[src/shadow_buffer_pkg.sv]
// package for the shadow receive/transmit buffer block
// holds register addresses, field positions, reset values and carrier types;
// assumes a 32-bit Avalon-MM byte address space
package shadow_buffer_pkg;

  // bus geometry
  localparam int          ADDR_W         = 32;         // byte address width
  localparam int          DATA_W         = 32;         // bus data width
  localparam int          FIFO_DEPTH_DEF = 16;         // default FIFO depth

  // sixteen aliased shadow locations, one 32-bit word each
  localparam logic [31:0] SHADOW_BASE    = 32'h50001130; // first alias
  localparam logic [31:0] SHADOW_LAST    = 32'h5000116c; // sixteenth alias
  localparam logic [31:0] SHADOW_2_ADDR  = 32'h50001138; // uart2_shadow_buffer_2
  localparam logic [31:0] SHADOW_3_ADDR  = 32'h5000113c; // uart2_shadow_buffer_3

  // control and status registers of this block
  localparam logic [31:0] CONTROL_ADDR     = 32'h50001180; // fifo_control and mode
  localparam logic [31:0] LINE_STATUS_ADDR = 32'h50001184; // line_status
  localparam logic [31:0] INT_STATUS_ADDR  = 32'h50001188; // sticky events
  localparam logic [31:0] INT_MASK_ADDR    = 32'h5000118c; // event mask

  // control fields
  localparam int CTRL_FIFO_EN  = 0;                    // fifo_control bit 0
  localparam int CTRL_INFRARED = 1;                    // infrared mode select

  // line_status fields, also the layout of the event registers
  localparam int LS_RX_READY   = 0;                    // rx_data_ready
  localparam int LS_OVERRUN    = 1;                    // overrun error
  localparam int LS_TX_EMPTY   = 5;                    // tx_holding_empty
  localparam int EVENT_W       = 6;                    // bits used in event registers

  // reset values
  localparam logic [1:0]         CONTROL_RESET = 2'h0;  // fifos off, uart mode
  localparam logic [EVENT_W-1:0] EVENT_RESET   = 6'h00; // no events, all masked
  localparam logic [7:0]         BYTE_RESET    = 8'h00; // buffer contents
  localparam logic [31:0]        READ_ZERO     = 32'h00000000; // unmapped answer

  // one received byte with its strobe
  typedef struct packed {
    logic       valid;                                // one-cycle pulse
    logic [7:0] data;                                 // received byte
  } rx_byte_type;

  // one bus request as seen by the slave
  typedef struct packed {
    logic [ADDR_W-1:0] address;                       // byte address
    logic              read;                          // read request
    logic              write;                         // write request
    logic [DATA_W-1:0] writedata;                     // write data
    logic [3:0]        byteenable;                    // byte lanes
  } bus_req_type;

endpackage

[src/shadow_rx_tx_buffer.sv]
// shadow receive buffer / transmit holding path of a uart
// assumes a deserializer that delivers bytes as one-cycle strobes and a
// serializer that pulses tx_take when it loads the byte on tx_data
`timescale 1ns/1ns
`default_nettype none

module shadow_rx_tx_buffer
  import shadow_buffer_pkg::*;
#(
  parameter int DEPTH = FIFO_DEPTH_DEF                 // fifo depth, both directions
) (
  // clock and reset
  input  wire logic              clk,
  input  wire logic              rst_b,
  // avalon-mm slave
  input  wire logic [ADDR_W-1:0] address,
  input  wire logic              read,
  input  wire logic              write,
  input  wire logic [DATA_W-1:0] writedata,
  input  wire logic [3:0]        byteenable,
  output var  logic [DATA_W-1:0] readdata,
  output var  logic              waitrequest,
  // interrupt
  output var  logic              irq,
  // received bytes from the uart and infrared deserializers
  input  wire rx_byte_type       uart_rx,
  input  wire rx_byte_type       ir_rx,
  // transmit byte towards the serializer
  output var  logic [7:0]        tx_data,
  output var  logic              tx_valid,
  output var  logic              tx_to_infrared,
  input  wire logic              tx_take
);

  localparam int PTR_W = $clog2(DEPTH);               // pointer width
  localparam int CNT_W = PTR_W + 1;                   // occupancy width
  localparam logic [CNT_W-1:0] CNT_DEPTH = CNT_W'(DEPTH); // full mark
  localparam logic [CNT_W-1:0] CNT_ONE   = CNT_W'(1);     // single slot

  // advance a fifo pointer with wrap at DEPTH
  function automatic logic [PTR_W-1:0] next_ptr(input logic [PTR_W-1:0] p);
    logic [PTR_W-1:0] r;
    r = (p == PTR_W'(DEPTH - 1)) ? '0 : p + PTR_W'(1);
    return r;
  endfunction

  // true when an address falls in the aliased shadow window
  function automatic logic in_shadow(input logic [ADDR_W-1:0] a);
    logic hit;
    hit = (a >= SHADOW_BASE) && (a <= SHADOW_LAST) && (a[1:0] == 2'h0);
    return hit;
  endfunction

  bus_req_type            req;                         // bundled request
  logic                   access;                      // request taken this edge
  logic                   shadow_hit;                  // request hits an alias
  logic [1:0]             control;                     // fifo enable, infrared
  logic                   fifo_en;                     // fifo_control bit 0
  logic                   infrared;                    // infrared mode
  logic                   flush;                       // fifo enable changed

  // receive buffer
  logic [7:0]             rx_mem [DEPTH];              // receive storage
  logic [PTR_W-1:0]       rx_rd;                       // head pointer
  logic [PTR_W-1:0]       rx_wr;                       // tail pointer
  logic [CNT_W-1:0]       rx_count;                    // bytes held
  rx_byte_type            rx_in;                       // selected input
  logic [CNT_W-1:0]       rx_cap;                      // capacity in this mode
  logic                   rx_pop;                      // shadow read consumes
  logic                   rx_room;                     // a slot is free
  logic                   rx_push;                     // byte stored at tail
  logic                   rx_overrun;                  // byte overwritten or lost

  // transmit buffer
  logic [7:0]             tx_mem [DEPTH];              // transmit storage
  logic [PTR_W-1:0]       tx_rd;                       // head pointer
  logic [PTR_W-1:0]       tx_wr;                       // tail pointer
  logic [CNT_W-1:0]       tx_count;                    // bytes queued
  logic [CNT_W-1:0]       tx_total;                    // queued plus outgoing
  logic                   tx_hit;                      // shadow write, low lane
  logic                   tx_push;                     // write accepted in fifo
  logic                   tx_load;                     // move head to output
  logic                   tx_empty;                    // tx_holding_empty
  logic                   tx_empty_prev;               // for the rising edge

  // status and interrupts
  logic                   overrun;                     // sticky line status bit
  logic [EVENT_W-1:0]     line_status;                 // live line status
  logic [EVENT_W-1:0]     int_status;                  // sticky events
  logic [EVENT_W-1:0]     int_mask;                    // event enables
  logic [EVENT_W-1:0]     events;                      // this cycle's events
  logic [EVENT_W-1:0]     next_int_status;             // status after this edge

  // bundle the bus signals
  assign req = '{address: address, read: read, write: write,
                 writedata: writedata, byteenable: byteenable};

  // a request is taken on the edge where waitrequest is still high;
  // the master keeps it up one more edge, where waitrequest is low,
  // so the same held request is never taken twice
  assign access     = (req.read || req.write) && waitrequest;
  assign shadow_hit = in_shadow(req.address);
  assign fifo_en    = control[CTRL_FIFO_EN];
  assign infrared   = control[CTRL_INFRARED];
  assign flush      = access && req.write && (req.address == CONTROL_ADDR) &&
                      req.byteenable[0] && (req.writedata[CTRL_FIFO_EN] != fifo_en);

  // a fifo enable change empties both buffers: pointers mean different
  // things in the two modes, so stale bytes must not leak across
  // receive side decisions
  assign rx_in      = infrared ? ir_rx : uart_rx;
  assign rx_cap     = fifo_en ? CNT_DEPTH : CNT_ONE;
  assign rx_pop     = access && req.read && shadow_hit && (rx_count != '0);
  assign rx_room    = (rx_count != rx_cap) || rx_pop;
  assign rx_push    = rx_in.valid && rx_room;
  assign rx_overrun = rx_in.valid && !rx_room;

  // transmit side decisions; the outgoing register counts as one slot,
  // so the fifo drops shadow writes once queued plus outgoing reach DEPTH
  assign tx_hit   = access && req.write && shadow_hit && req.byteenable[0];
  assign tx_total = tx_count + {{(CNT_W-1){1'b0}}, tx_valid};
  assign tx_push  = fifo_en && tx_hit && (tx_total != CNT_DEPTH);
  assign tx_load  = fifo_en && (!tx_valid || tx_take) && (tx_count != '0);
  assign tx_empty = (tx_count == '0) && !tx_valid;

  // live line status word
  always_comb begin
    line_status              = '0;
    line_status[LS_RX_READY] = (rx_count != '0);
    line_status[LS_OVERRUN]  = overrun;
    line_status[LS_TX_EMPTY] = tx_empty;
  end

  // events: new data, overrun, holding register drained;
  // the drain event fires on the rising edge of tx_holding_empty only,
  // so the idle level after reset raises no interrupt
  always_comb begin
    events              = '0;
    events[LS_RX_READY] = rx_push;
    events[LS_OVERRUN]  = rx_overrun;
    events[LS_TX_EMPTY] = tx_empty && !tx_empty_prev;
  end

  // sticky events: a read clears them, a new event in that cycle survives
  // (set wins over clear, so no event is lost to a racing read)
  always_comb begin
    next_int_status = int_status;
    if (access && req.read && (req.address == INT_STATUS_ADDR)) begin
      next_int_status = '0;
    end
    next_int_status = next_int_status | events;
  end

  // bus handshake: answer one edge after the request is seen
  // every access has exactly one wait cycle; nothing here ever stalls
  always_ff @(posedge clk or negedge rst_b) begin
    if (!rst_b) begin
      waitrequest <= 1'b1;
    end else if (access) begin
      waitrequest <= 1'b0;                             // release at next edge
    end else begin
      waitrequest <= 1'b1;                             // idle, or request retired
    end
  end

  // read data, registered with the answer
  // holds its value between reads; unmapped places read as zero
  always_ff @(posedge clk or negedge rst_b) begin
    if (!rst_b) begin
      readdata <= READ_ZERO;
    end else if (access && req.read) begin
      readdata <= READ_ZERO;                           // unmapped and upper bits
      if (shadow_hit) begin
        readdata[7:0] <= rx_mem[rx_rd];
      end else if (req.address == CONTROL_ADDR) begin
        readdata[1:0] <= control;
      end else if (req.address == LINE_STATUS_ADDR) begin
        readdata[EVENT_W-1:0] <= line_status;
      end else if (req.address == INT_STATUS_ADDR) begin
        readdata[EVENT_W-1:0] <= int_status;
      end else if (req.address == INT_MASK_ADDR) begin
        readdata[EVENT_W-1:0] <= int_mask;
      end
    end
  end

  // control register: fifo enable and infrared mode
  always_ff @(posedge clk or negedge rst_b) begin
    if (!rst_b) begin
      control <= CONTROL_RESET;
    end else if (access && req.write && (req.address == CONTROL_ADDR) &&
                 req.byteenable[0]) begin
      control <= req.writedata[1:0];
    end
  end

  // interrupt mask register
  always_ff @(posedge clk or negedge rst_b) begin
    if (!rst_b) begin
      int_mask <= EVENT_RESET;
    end else if (access && req.write && (req.address == INT_MASK_ADDR) &&
                 req.byteenable[0]) begin
      int_mask <= req.writedata[EVENT_W-1:0];
    end
  end

  // sticky event bits and the level interrupt
  always_ff @(posedge clk or negedge rst_b) begin
    if (!rst_b) begin
      int_status <= EVENT_RESET;
      irq        <= 1'b0;
    end else begin
      int_status <= next_int_status;
      irq        <= |(next_int_status & int_mask);
    end
  end

  // overrun flag: set by a lost byte, cleared by reading line status
  // a byte lost in the very cycle of that read still leaves the flag set
  always_ff @(posedge clk or negedge rst_b) begin
    if (!rst_b) begin
      overrun <= 1'b0;
    end else if (rx_overrun) begin
      overrun <= 1'b1;
    end else if (access && req.read && (req.address == LINE_STATUS_ADDR)) begin
      overrun <= 1'b0;
    end
  end

  // receive pointers and occupancy
  always_ff @(posedge clk or negedge rst_b) begin
    if (!rst_b) begin
      rx_rd    <= '0;
      rx_wr    <= '0;
      rx_count <= '0;
    end else if (flush) begin
      rx_rd    <= '0;                                  // fifo enable change empties fifo
      rx_wr    <= '0;
      rx_count <= '0;
    end else begin
      if (rx_pop) begin
        rx_rd <= next_ptr(rx_rd);
      end
      if (rx_push) begin
        rx_wr <= next_ptr(rx_wr);
      end
      rx_count <= rx_count + CNT_W'(rx_push) - CNT_W'(rx_pop);
    end
  end

  // receive storage: tail write, or overwrite of the unread byte
  // without fifos the capacity is one, so the unread byte sits at the head
  always_ff @(posedge clk or negedge rst_b) begin
    if (!rst_b) begin
      for (int i = 0; i < DEPTH; i++) begin
        rx_mem[i] <= BYTE_RESET;
      end
    end else if (rx_push) begin
      rx_mem[rx_wr] <= rx_in.data;
    end else if (rx_overrun && !fifo_en) begin
      rx_mem[rx_rd] <= rx_in.data;
    end
  end

  // transmit pointers and occupancy
  always_ff @(posedge clk or negedge rst_b) begin
    if (!rst_b) begin
      tx_rd    <= '0;
      tx_wr    <= '0;
      tx_count <= '0;
    end else if (flush) begin
      tx_rd    <= '0;
      tx_wr    <= '0;
      tx_count <= '0;
    end else begin
      if (tx_load) begin
        tx_rd <= next_ptr(tx_rd);
      end
      if (tx_push) begin
        tx_wr <= next_ptr(tx_wr);
      end
      tx_count <= tx_count + CNT_W'(tx_push) - CNT_W'(tx_load);
    end
  end

  // transmit storage
  always_ff @(posedge clk or negedge rst_b) begin
    if (!rst_b) begin
      for (int i = 0; i < DEPTH; i++) begin
        tx_mem[i] <= BYTE_RESET;
      end
    end else if (tx_push) begin
      tx_mem[tx_wr] <= req.writedata[7:0];
    end
  end

  // outgoing byte: holding register without fifo, fifo head with it
  // without fifos a second write simply replaces the pending byte;
  // with them the head moves out when the register is free or taken
  always_ff @(posedge clk or negedge rst_b) begin
    if (!rst_b) begin
      tx_data  <= BYTE_RESET;
      tx_valid <= 1'b0;
    end else if (flush) begin
      tx_valid <= 1'b0;                                // drop pending byte on fifo enable change
    end else if (!fifo_en && tx_hit) begin
      tx_data  <= req.writedata[7:0];
      tx_valid <= 1'b1;
    end else if (tx_load) begin
      tx_data  <= tx_mem[tx_rd];
      tx_valid <= 1'b1;
    end else if (tx_take) begin
      tx_valid <= 1'b0;                                // serializer took it
    end
  end

  // line selection for the serializer and the empty-edge detector
  // the detector resets high to match tx_holding_empty after reset
  always_ff @(posedge clk or negedge rst_b) begin
    if (!rst_b) begin
      tx_to_infrared <= 1'b0;
      tx_empty_prev  <= 1'b1;
    end else begin
      tx_to_infrared <= infrared;
      tx_empty_prev  <= tx_empty;
    end
  end

endmodule // shadow_rx_tx_buffer

`default_nettype wire

[config.mk]
export PLATFORM = sky130hd
export DESIGN_NAME = shadow_rx_tx_buffer
export DESIGN_NICKNAME = d
export VERILOG_FILES = /design/src/shadow_buffer_pkg.sv /design/src/shadow_rx_tx_buffer.sv
export SDC_FILE = /design/constraint.sdc
export NUM_CORES = 1
export LEC_CHECK = 0
export BUFFER_PORTS_ARGS = -buffer_cell sky130_fd_sc_hd__buf_4
export CORE_MARGIN = 8
export CORE_UTILIZATION = 55
export DETAILED_ROUTE_END_ITERATION = 7
export HOLD_SLACK_MARGIN = 0.02
export PLACE_DENSITY = 0.77
export SLEW_MARGIN = 5
export SYNTH_ARGS = -nofsm -noshare
export SYNTH_HDL_FRONTEND = slang
export SYNTH_SLANG_ARGS = --single-unit
[constraint.sdc]
create_clock -name clk -period 3.8 [get_ports clk]
set_clock_uncertainty 0.1 [all_clocks]
set_input_delay 0.57 -clock clk [delete_from_list [all_inputs] [get_ports clk]]
set_output_delay 0.57 -clock clk [all_outputs]
set_load 0.005 [all_outputs]
### Word-level counts from Yosys, hierarchy flattened

Cells that the tools add are included.

| storage, ports and cells | value |
|---|---|
| flip-flop bits (word level) | 318 |
| input port bits | 91 |
| output and inout port bits | 44 |
| word-level logic and storage cells | 185 |

| operators by class | value |
|---|---|
| add/subtract/negate cells | 9 |
| order comparisons | 9 |
| equality and inequality tests | 11 |
| muxes and demuxes | 50 |
| bitwise operators | 7 |
| reductions and logical operators | 50 |

Operators by type and width:

| cell | count |
|---|---|
| $bwmux 128 | 3 |
| $mux 128 | 2 |
| $eq 32x31->1 const B | 4 |
| $demux 8 s4 | 3 |
| $mux 8 | 9 |
| $bmux 8 s4 | 2 |
| $mux 4 | 13 |
| $ge 32x31->1 const B | 1 |
| $le 32x31->1 const B | 1 |
| $mux 6 | 5 |
| $logic_and 1x1->1 | 29 |
| $ge 5x5->1 const B | 4 |
| $not 4->5 | 4 |
| $add 4x1->4 const B | 4 |
| $eq 4x4->1 const B | 4 |
| $add 5x1->5 | 3 |
| $lt 5x1->1 const B | 3 |
| $mux 5 | 3 |
| $reduce_bool 2->1 | 7 |
| $reduce_bool 5->1 | 2 |
| $sub 5x1->5 | 2 |
| $mux 9 | 1 |
| $mux 1 | 7 |
| $and 6x6->6 | 1 |
| other kinds (13) | 19 |

### Longest topological paths before layout

| depth | value |
|---|---|
| depth in word-level cells | 11 |
| mapped depth | 18 |
| gate-level depth less buffers | 17 |

### Worst setup path after synthesis

Ideal clock, no wire load.

| timing path | value |
|---|---|
| kind | input -> register |
| start point | input address[3] |
| end point | register rx_count[4] |
| library setup time | 0.078 ns |
| data arrival time | 3.450 ns |
| required time | 3.622 ns |
| setup slack | 0.172 ns |
| stages | 17 |
| path buffers | 2 |
| path through | clkbuf_1 > and4_1 > a31oi_1 > o21a_1 > buf_2 > nor3_2 > inv_1 > ha_1 > inv_1 > ha_1 > inv_1 > fa_1 > inv_1 > a21oi_1 > nor2_1 > or3_1 > a21oi_1 |

| between the ends | value |
|---|---|
| word-level cells in the longest chain between the ends | 10 |
| elaborated cells on any way between the ends | 15 |
| those cells by class | add/sub: 2; order compare: 2; eq/ne: 1; mux: 1; reduce/logical: 9 |

Ends and longest elaborated chain:

| element | line | RTL |
|---|---|---|
| from (decl) | shadow_rx_tx_buffer.sv:16 | `input wire logic [ADDR_W-1:0] address,` |
| $ge 32x31->1 or $le 32x31->1 (tied branches) | shadow_rx_tx_buffer.sv:50 | `hit = (a >= SHADOW_BASE) && (a <= SHADOW_LAST) && (a[1:0] == 2'h0);` |
| $logic_and 1x1->1 (2 in series) | shadow_rx_tx_buffer.sv:50 |  |
| $logic_and 1x1->1 (2 in series) | shadow_rx_tx_buffer.sv:113 | `assign rx_pop = access && req.read && shadow_hit && (rx_count != '0);` |
| $logic_or 1x1->1 | shadow_rx_tx_buffer.sv:114 | `assign rx_room = (rx_count != rx_cap) \|\| rx_pop;` |
| $logic_and 1x1->1 | shadow_rx_tx_buffer.sv:115 | `assign rx_push = rx_in.valid && rx_room;` |
| $add 5x1->5 | shadow_rx_tx_buffer.sv:247 | `rx_count <= rx_count + CNT_W'(rx_push) - CNT_W'(rx_pop);` |
| $sub 5x1->5 | shadow_rx_tx_buffer.sv:247 |  |
| $mux 5 * | shadow_rx_tx_buffer.sv:236 | `end else if (flush) begin` |
| to (signal assigned) | shadow_rx_tx_buffer.sv:247 |  |
| to (decl) | shadow_rx_tx_buffer.sv:66 | `logic [CNT_W-1:0] rx_count;` |

Mark *: on every way between the ends. The rest lies on a longest branch, timed or not.
A chain may end at the register's enable or synchronous reset.

### Final worst setup path

| timing path | value |
|---|---|
| start point | input address[31] |
| end point | register tx_count[4] |

| between the ends | value |
|---|---|
| word-level cells in the longest chain between the ends | 10 |
| elaborated cells on any way between the ends | 15 |
| those cells by class | add/sub: 2; order compare: 2; eq/ne: 1; mux: 1; reduce/logical: 9 |

Ends and longest elaborated chain:

| element | line | RTL |
|---|---|---|
| $ge 32x31->1 or $le 32x31->1 (tied branches) | shadow_rx_tx_buffer.sv:50 |  |
| $logic_and 1x1->1 (2 in series) | shadow_rx_tx_buffer.sv:50 |  |
| $logic_and 1x1->1 (2 in series) | shadow_rx_tx_buffer.sv:120 | `assign tx_hit = access && req.write && shadow_hit && req.byteenable[0];` |
| $logic_and 1x1->1 (2 in series) | shadow_rx_tx_buffer.sv:122 | `assign tx_push = fifo_en && tx_hit && (tx_total != CNT_DEPTH);` |
| $add 5x1->5 | shadow_rx_tx_buffer.sv:282 | `tx_count <= tx_count + CNT_W'(tx_push) - CNT_W'(tx_load);` |
| $sub 5x1->5 | shadow_rx_tx_buffer.sv:282 |  |
| $mux 5 * | shadow_rx_tx_buffer.sv:271 | `end else if (flush) begin` |
| to (signal assigned) | shadow_rx_tx_buffer.sv:282 |  |
| to (decl) | shadow_rx_tx_buffer.sv:78 | `logic [CNT_W-1:0] tx_count;` |

Marks and branches as above.

==> reports/metrics.yaml <==
cts_buffers: 35
internal-power_uw: 7050
drc: 0
pwr-share-clk_pct: 32.7
clock_sinks: 318
viasPerCell: 6.07
cp_common_cell: "inv_1"
power_density_mw_per_mm2: 534
num_rows: 62
setup_viol: 0
setup_slack_ns: 0.369
yosysSeqAreaShare_pct: 50.4
ios: 135
ant_nets: 0
hold_path_class: "in2reg"
crit_slowest_cell: "nor3_1"
drive_gt1_share_pct: 46.5
cts.reportedPaths.clkPinSlew_ns: 0.06
maxCapViolations: 0
syn_avg_cell_area_sq_um: 14.2
drt-initial-drc-count: 719
fin_tns_setup_ns: 0
hpwl_um: 24200
yosys_warnings: 0
setup.worst_path.start_class: "input port"
dieArea_sq_mm: 0.0344
path_buf_inv: 5
p_switching_uw: 2570
synth_edf_count: 0
final_hold_viol_count: 0
die_w_um: 185
async_reset_ff_share_pct: 100
gp_congestion: 0.873
synth_top_cell_area_share_pct: 50.0
vdd_drop_max_v: 0.000365
critical_path.top_delay_family: "simple AND/OR/NAND/NOR gates"
htree_levels: 2
holdWs_ns: 0.126
yosys.area.top_type: "dfrtp_1"
portBuffers: 83
synth_area_sq_mm: 0.0158
clock_latency_ns: 0.52
p_leak_uw: 0.00828
rsz0062_at_grt: "false"
max_freq_mhz: 291
seq_area_sq_mm: 0.00796
overflow: 0
path_class: "in2reg"
final_util_pct: 63.2
fin_crit_ns: 3.43
p_sw_share_pct: 26.7
synthDistinctLibCells: 67
critPathRequiredTime_ns: 4.13
initial_utilization_pct: 55.5
cts_tree: "built"
post_cts_resized: 0
path_cells: "buf_4, nor4_1, buf_4, a31oi_1, nor3_1, nand3_1, ha_1, inv_1, ha_1, inv_1, fa_1, inv_1, a21oi_1, nor2_1, or3_1, a21oi_1"
track_usage_pct: 21.7
synthCells: 1115
grt_max_degree: 92
die_y_um: 185
end_kind: "register"
n_antenna_cell: 0
grt_pass1_vias: 10300
cp.arrival_ns: 3.77
final_net_count: 1336
relSlewSlack_pct: 42.5
status: "completed"
pwr-share-comb_pct: 20.5
antenna_found_initial: 0
grt_pass1_wl_um: 58000
ys_top_cells_by_area: "dfrtp_1 50%, mux2_2 19%, mux4_2 12%"
core_sq_mm: 0.0285
clk_path_buf_depth: 3
cts_root_buf: "clkbuf_16"
fillers: 2086
ys_seq_elements: 318
sequentialPowerShare_pct: 46.8
synthFlopType: "dfrtp_1"
fin_crit_sh_pct: 90.3
wl_per_cell_um: 22.6
path_max_fanout: 4
worst_pin_slew_ns: 0.863
place_ws_ns: -0.0540
multi_input_area_sq_mm: 0.00738
vias: 9851
drv_slew: 0
syn_to_final_growth_pct: 13.9
drt_pre_antenna_iters: 5
postRouteWirelength_um: 36700
max_stage_delay_ns: 0.56
-- layout by cell type (no fill, tap or decap), types with 9 or more instances in the layout --
cell type	count
mux4_2	82
ha_1	29
a211oi_1	10
a21oi_1	23
nand3_1	12
o21ai_0	12
dfrtp_1	314
conb_1	24
buf_4	127
nor2_1	61
mux2i_1	11
mux2_2	270
clkbuf_16	35
inv_1	21
clkbuf_1	9
nand2_1	21
clkinv_2	9
-- sequential cells by signal (all words and copies together), names as in the netlist, 4 cells and up --
name / count
tx_mem: 128
tx_rd: 4
readdata: 8
rx_rd: 4
tx_data: 8
tx_wr: 4
rx_mem: 128
rx_count: 5
tx_count: 5
int_status: 6
rx_wr: 4
int_mask: 6
-- per-stage QoR --
stage          area (sq um)  total power [uW]  cells
5_1_grt               18000             10100   1624
2_1_floorplan         15900              5900   1138
6_report              18000              9620   1624
3_3_place_gp          16900              6390   1560
4_1_cts               18000              9670   1624
3_5_place_dp          16900              6510   1560
-- timing repair --
item                      in CTS  in global routing
buffers inserted               0                  0
hold endpoints to repair      43                  0
hold buffers                   1                  0
-- final timing paths --
| kind | to | start | slack, ns | cells past startpoint |
|---|---|---|---|---|
| worst max-delay path | tx_count[4] | address[31] | 0.37 | 16 |
| worst min-delay path | waitrequest | write | 0.13 | 2 |
| worst max register to register | rx_count[4] | rx_count[4] | 0.38 | 15 |
| worst min register to register | tx_mem[29] | tx_mem[29] | 0.40 | 1 |
| max in group asynchronous | tx_mem[82] | rst_b | 2.12 | 3 |
| min in group asynchronous | rx_mem[85] | rst_b | 0.56 | 2 |
-- per-layer routing --
layer | track usage [%] | wire length, um | part of all wire [%]
met1 | 29.6 | 15500 | 42
met2 | 34.9 | 17700 | 48
met3 | 4.31 | 2580 | 7.0
met4 | 6.37 | 870 | 2.4
met5 | 0 | 0 | 0
-- logic make-up after synthesis --
logic type	count (synthesis)	synth area share, %
mux	366	31.8
fa+ha+maj	31	2.55
xor+xnor	13	0.721
other cells	1	0.0237
compound gates	86	4.01
flops	318	50.4
buf+inv	115	3.43
simple gates	185	7.04
-- power by group through the flow --
stage / Combinational, uW / Sequential (uW) / Clock [uW]
floorplan: 1490 / 4410 / 0
global placement: 1890 / 4500 / 0
detailed placement: 1970 / 4540 / 0
CTS: 1980 / 4490 / 3200
global route: 2150 / 4580 / 3320
finish: 1970 / 4500 / 3150
-- area by class of cell --
type                            instances  share of cell area (%)
Inverter                               22                   0.459
Clock inverter                         16                   0.577
Tap cell                              384                    2.67
Timing Repair Buffer                  132                    5.77
Multi-Input combinational cell        705                    41.0
Sequential cell                       318                    44.2
Clock buffer                           47                    5.28
-- cells in the mapped netlist, types with 5 or more instances --
cell type,count
mux2_2,270
clkbuf_1,44
nand3_1,12
xnor2_1,5
xor2_1,8
a22oi_1,7
nand4_1,8
nand3_2,8
or3_1,6
a31oi_1,5
mux4_2,82
nor3_1,8
mux2i_1,11
buf_1,13
a21oi_1,23
nor4_1,6
o21ai_0,12
buf_4,26
a211oi_1,10
dfrtp_1,316
buf_2,10
ha_1,29
and2_1,5
nand2_1,21
inv_1,21
nor2_1,61
and3_1,6
nor4b_1,5
a22o_1,6
Power figures use the tool's default switching activity.
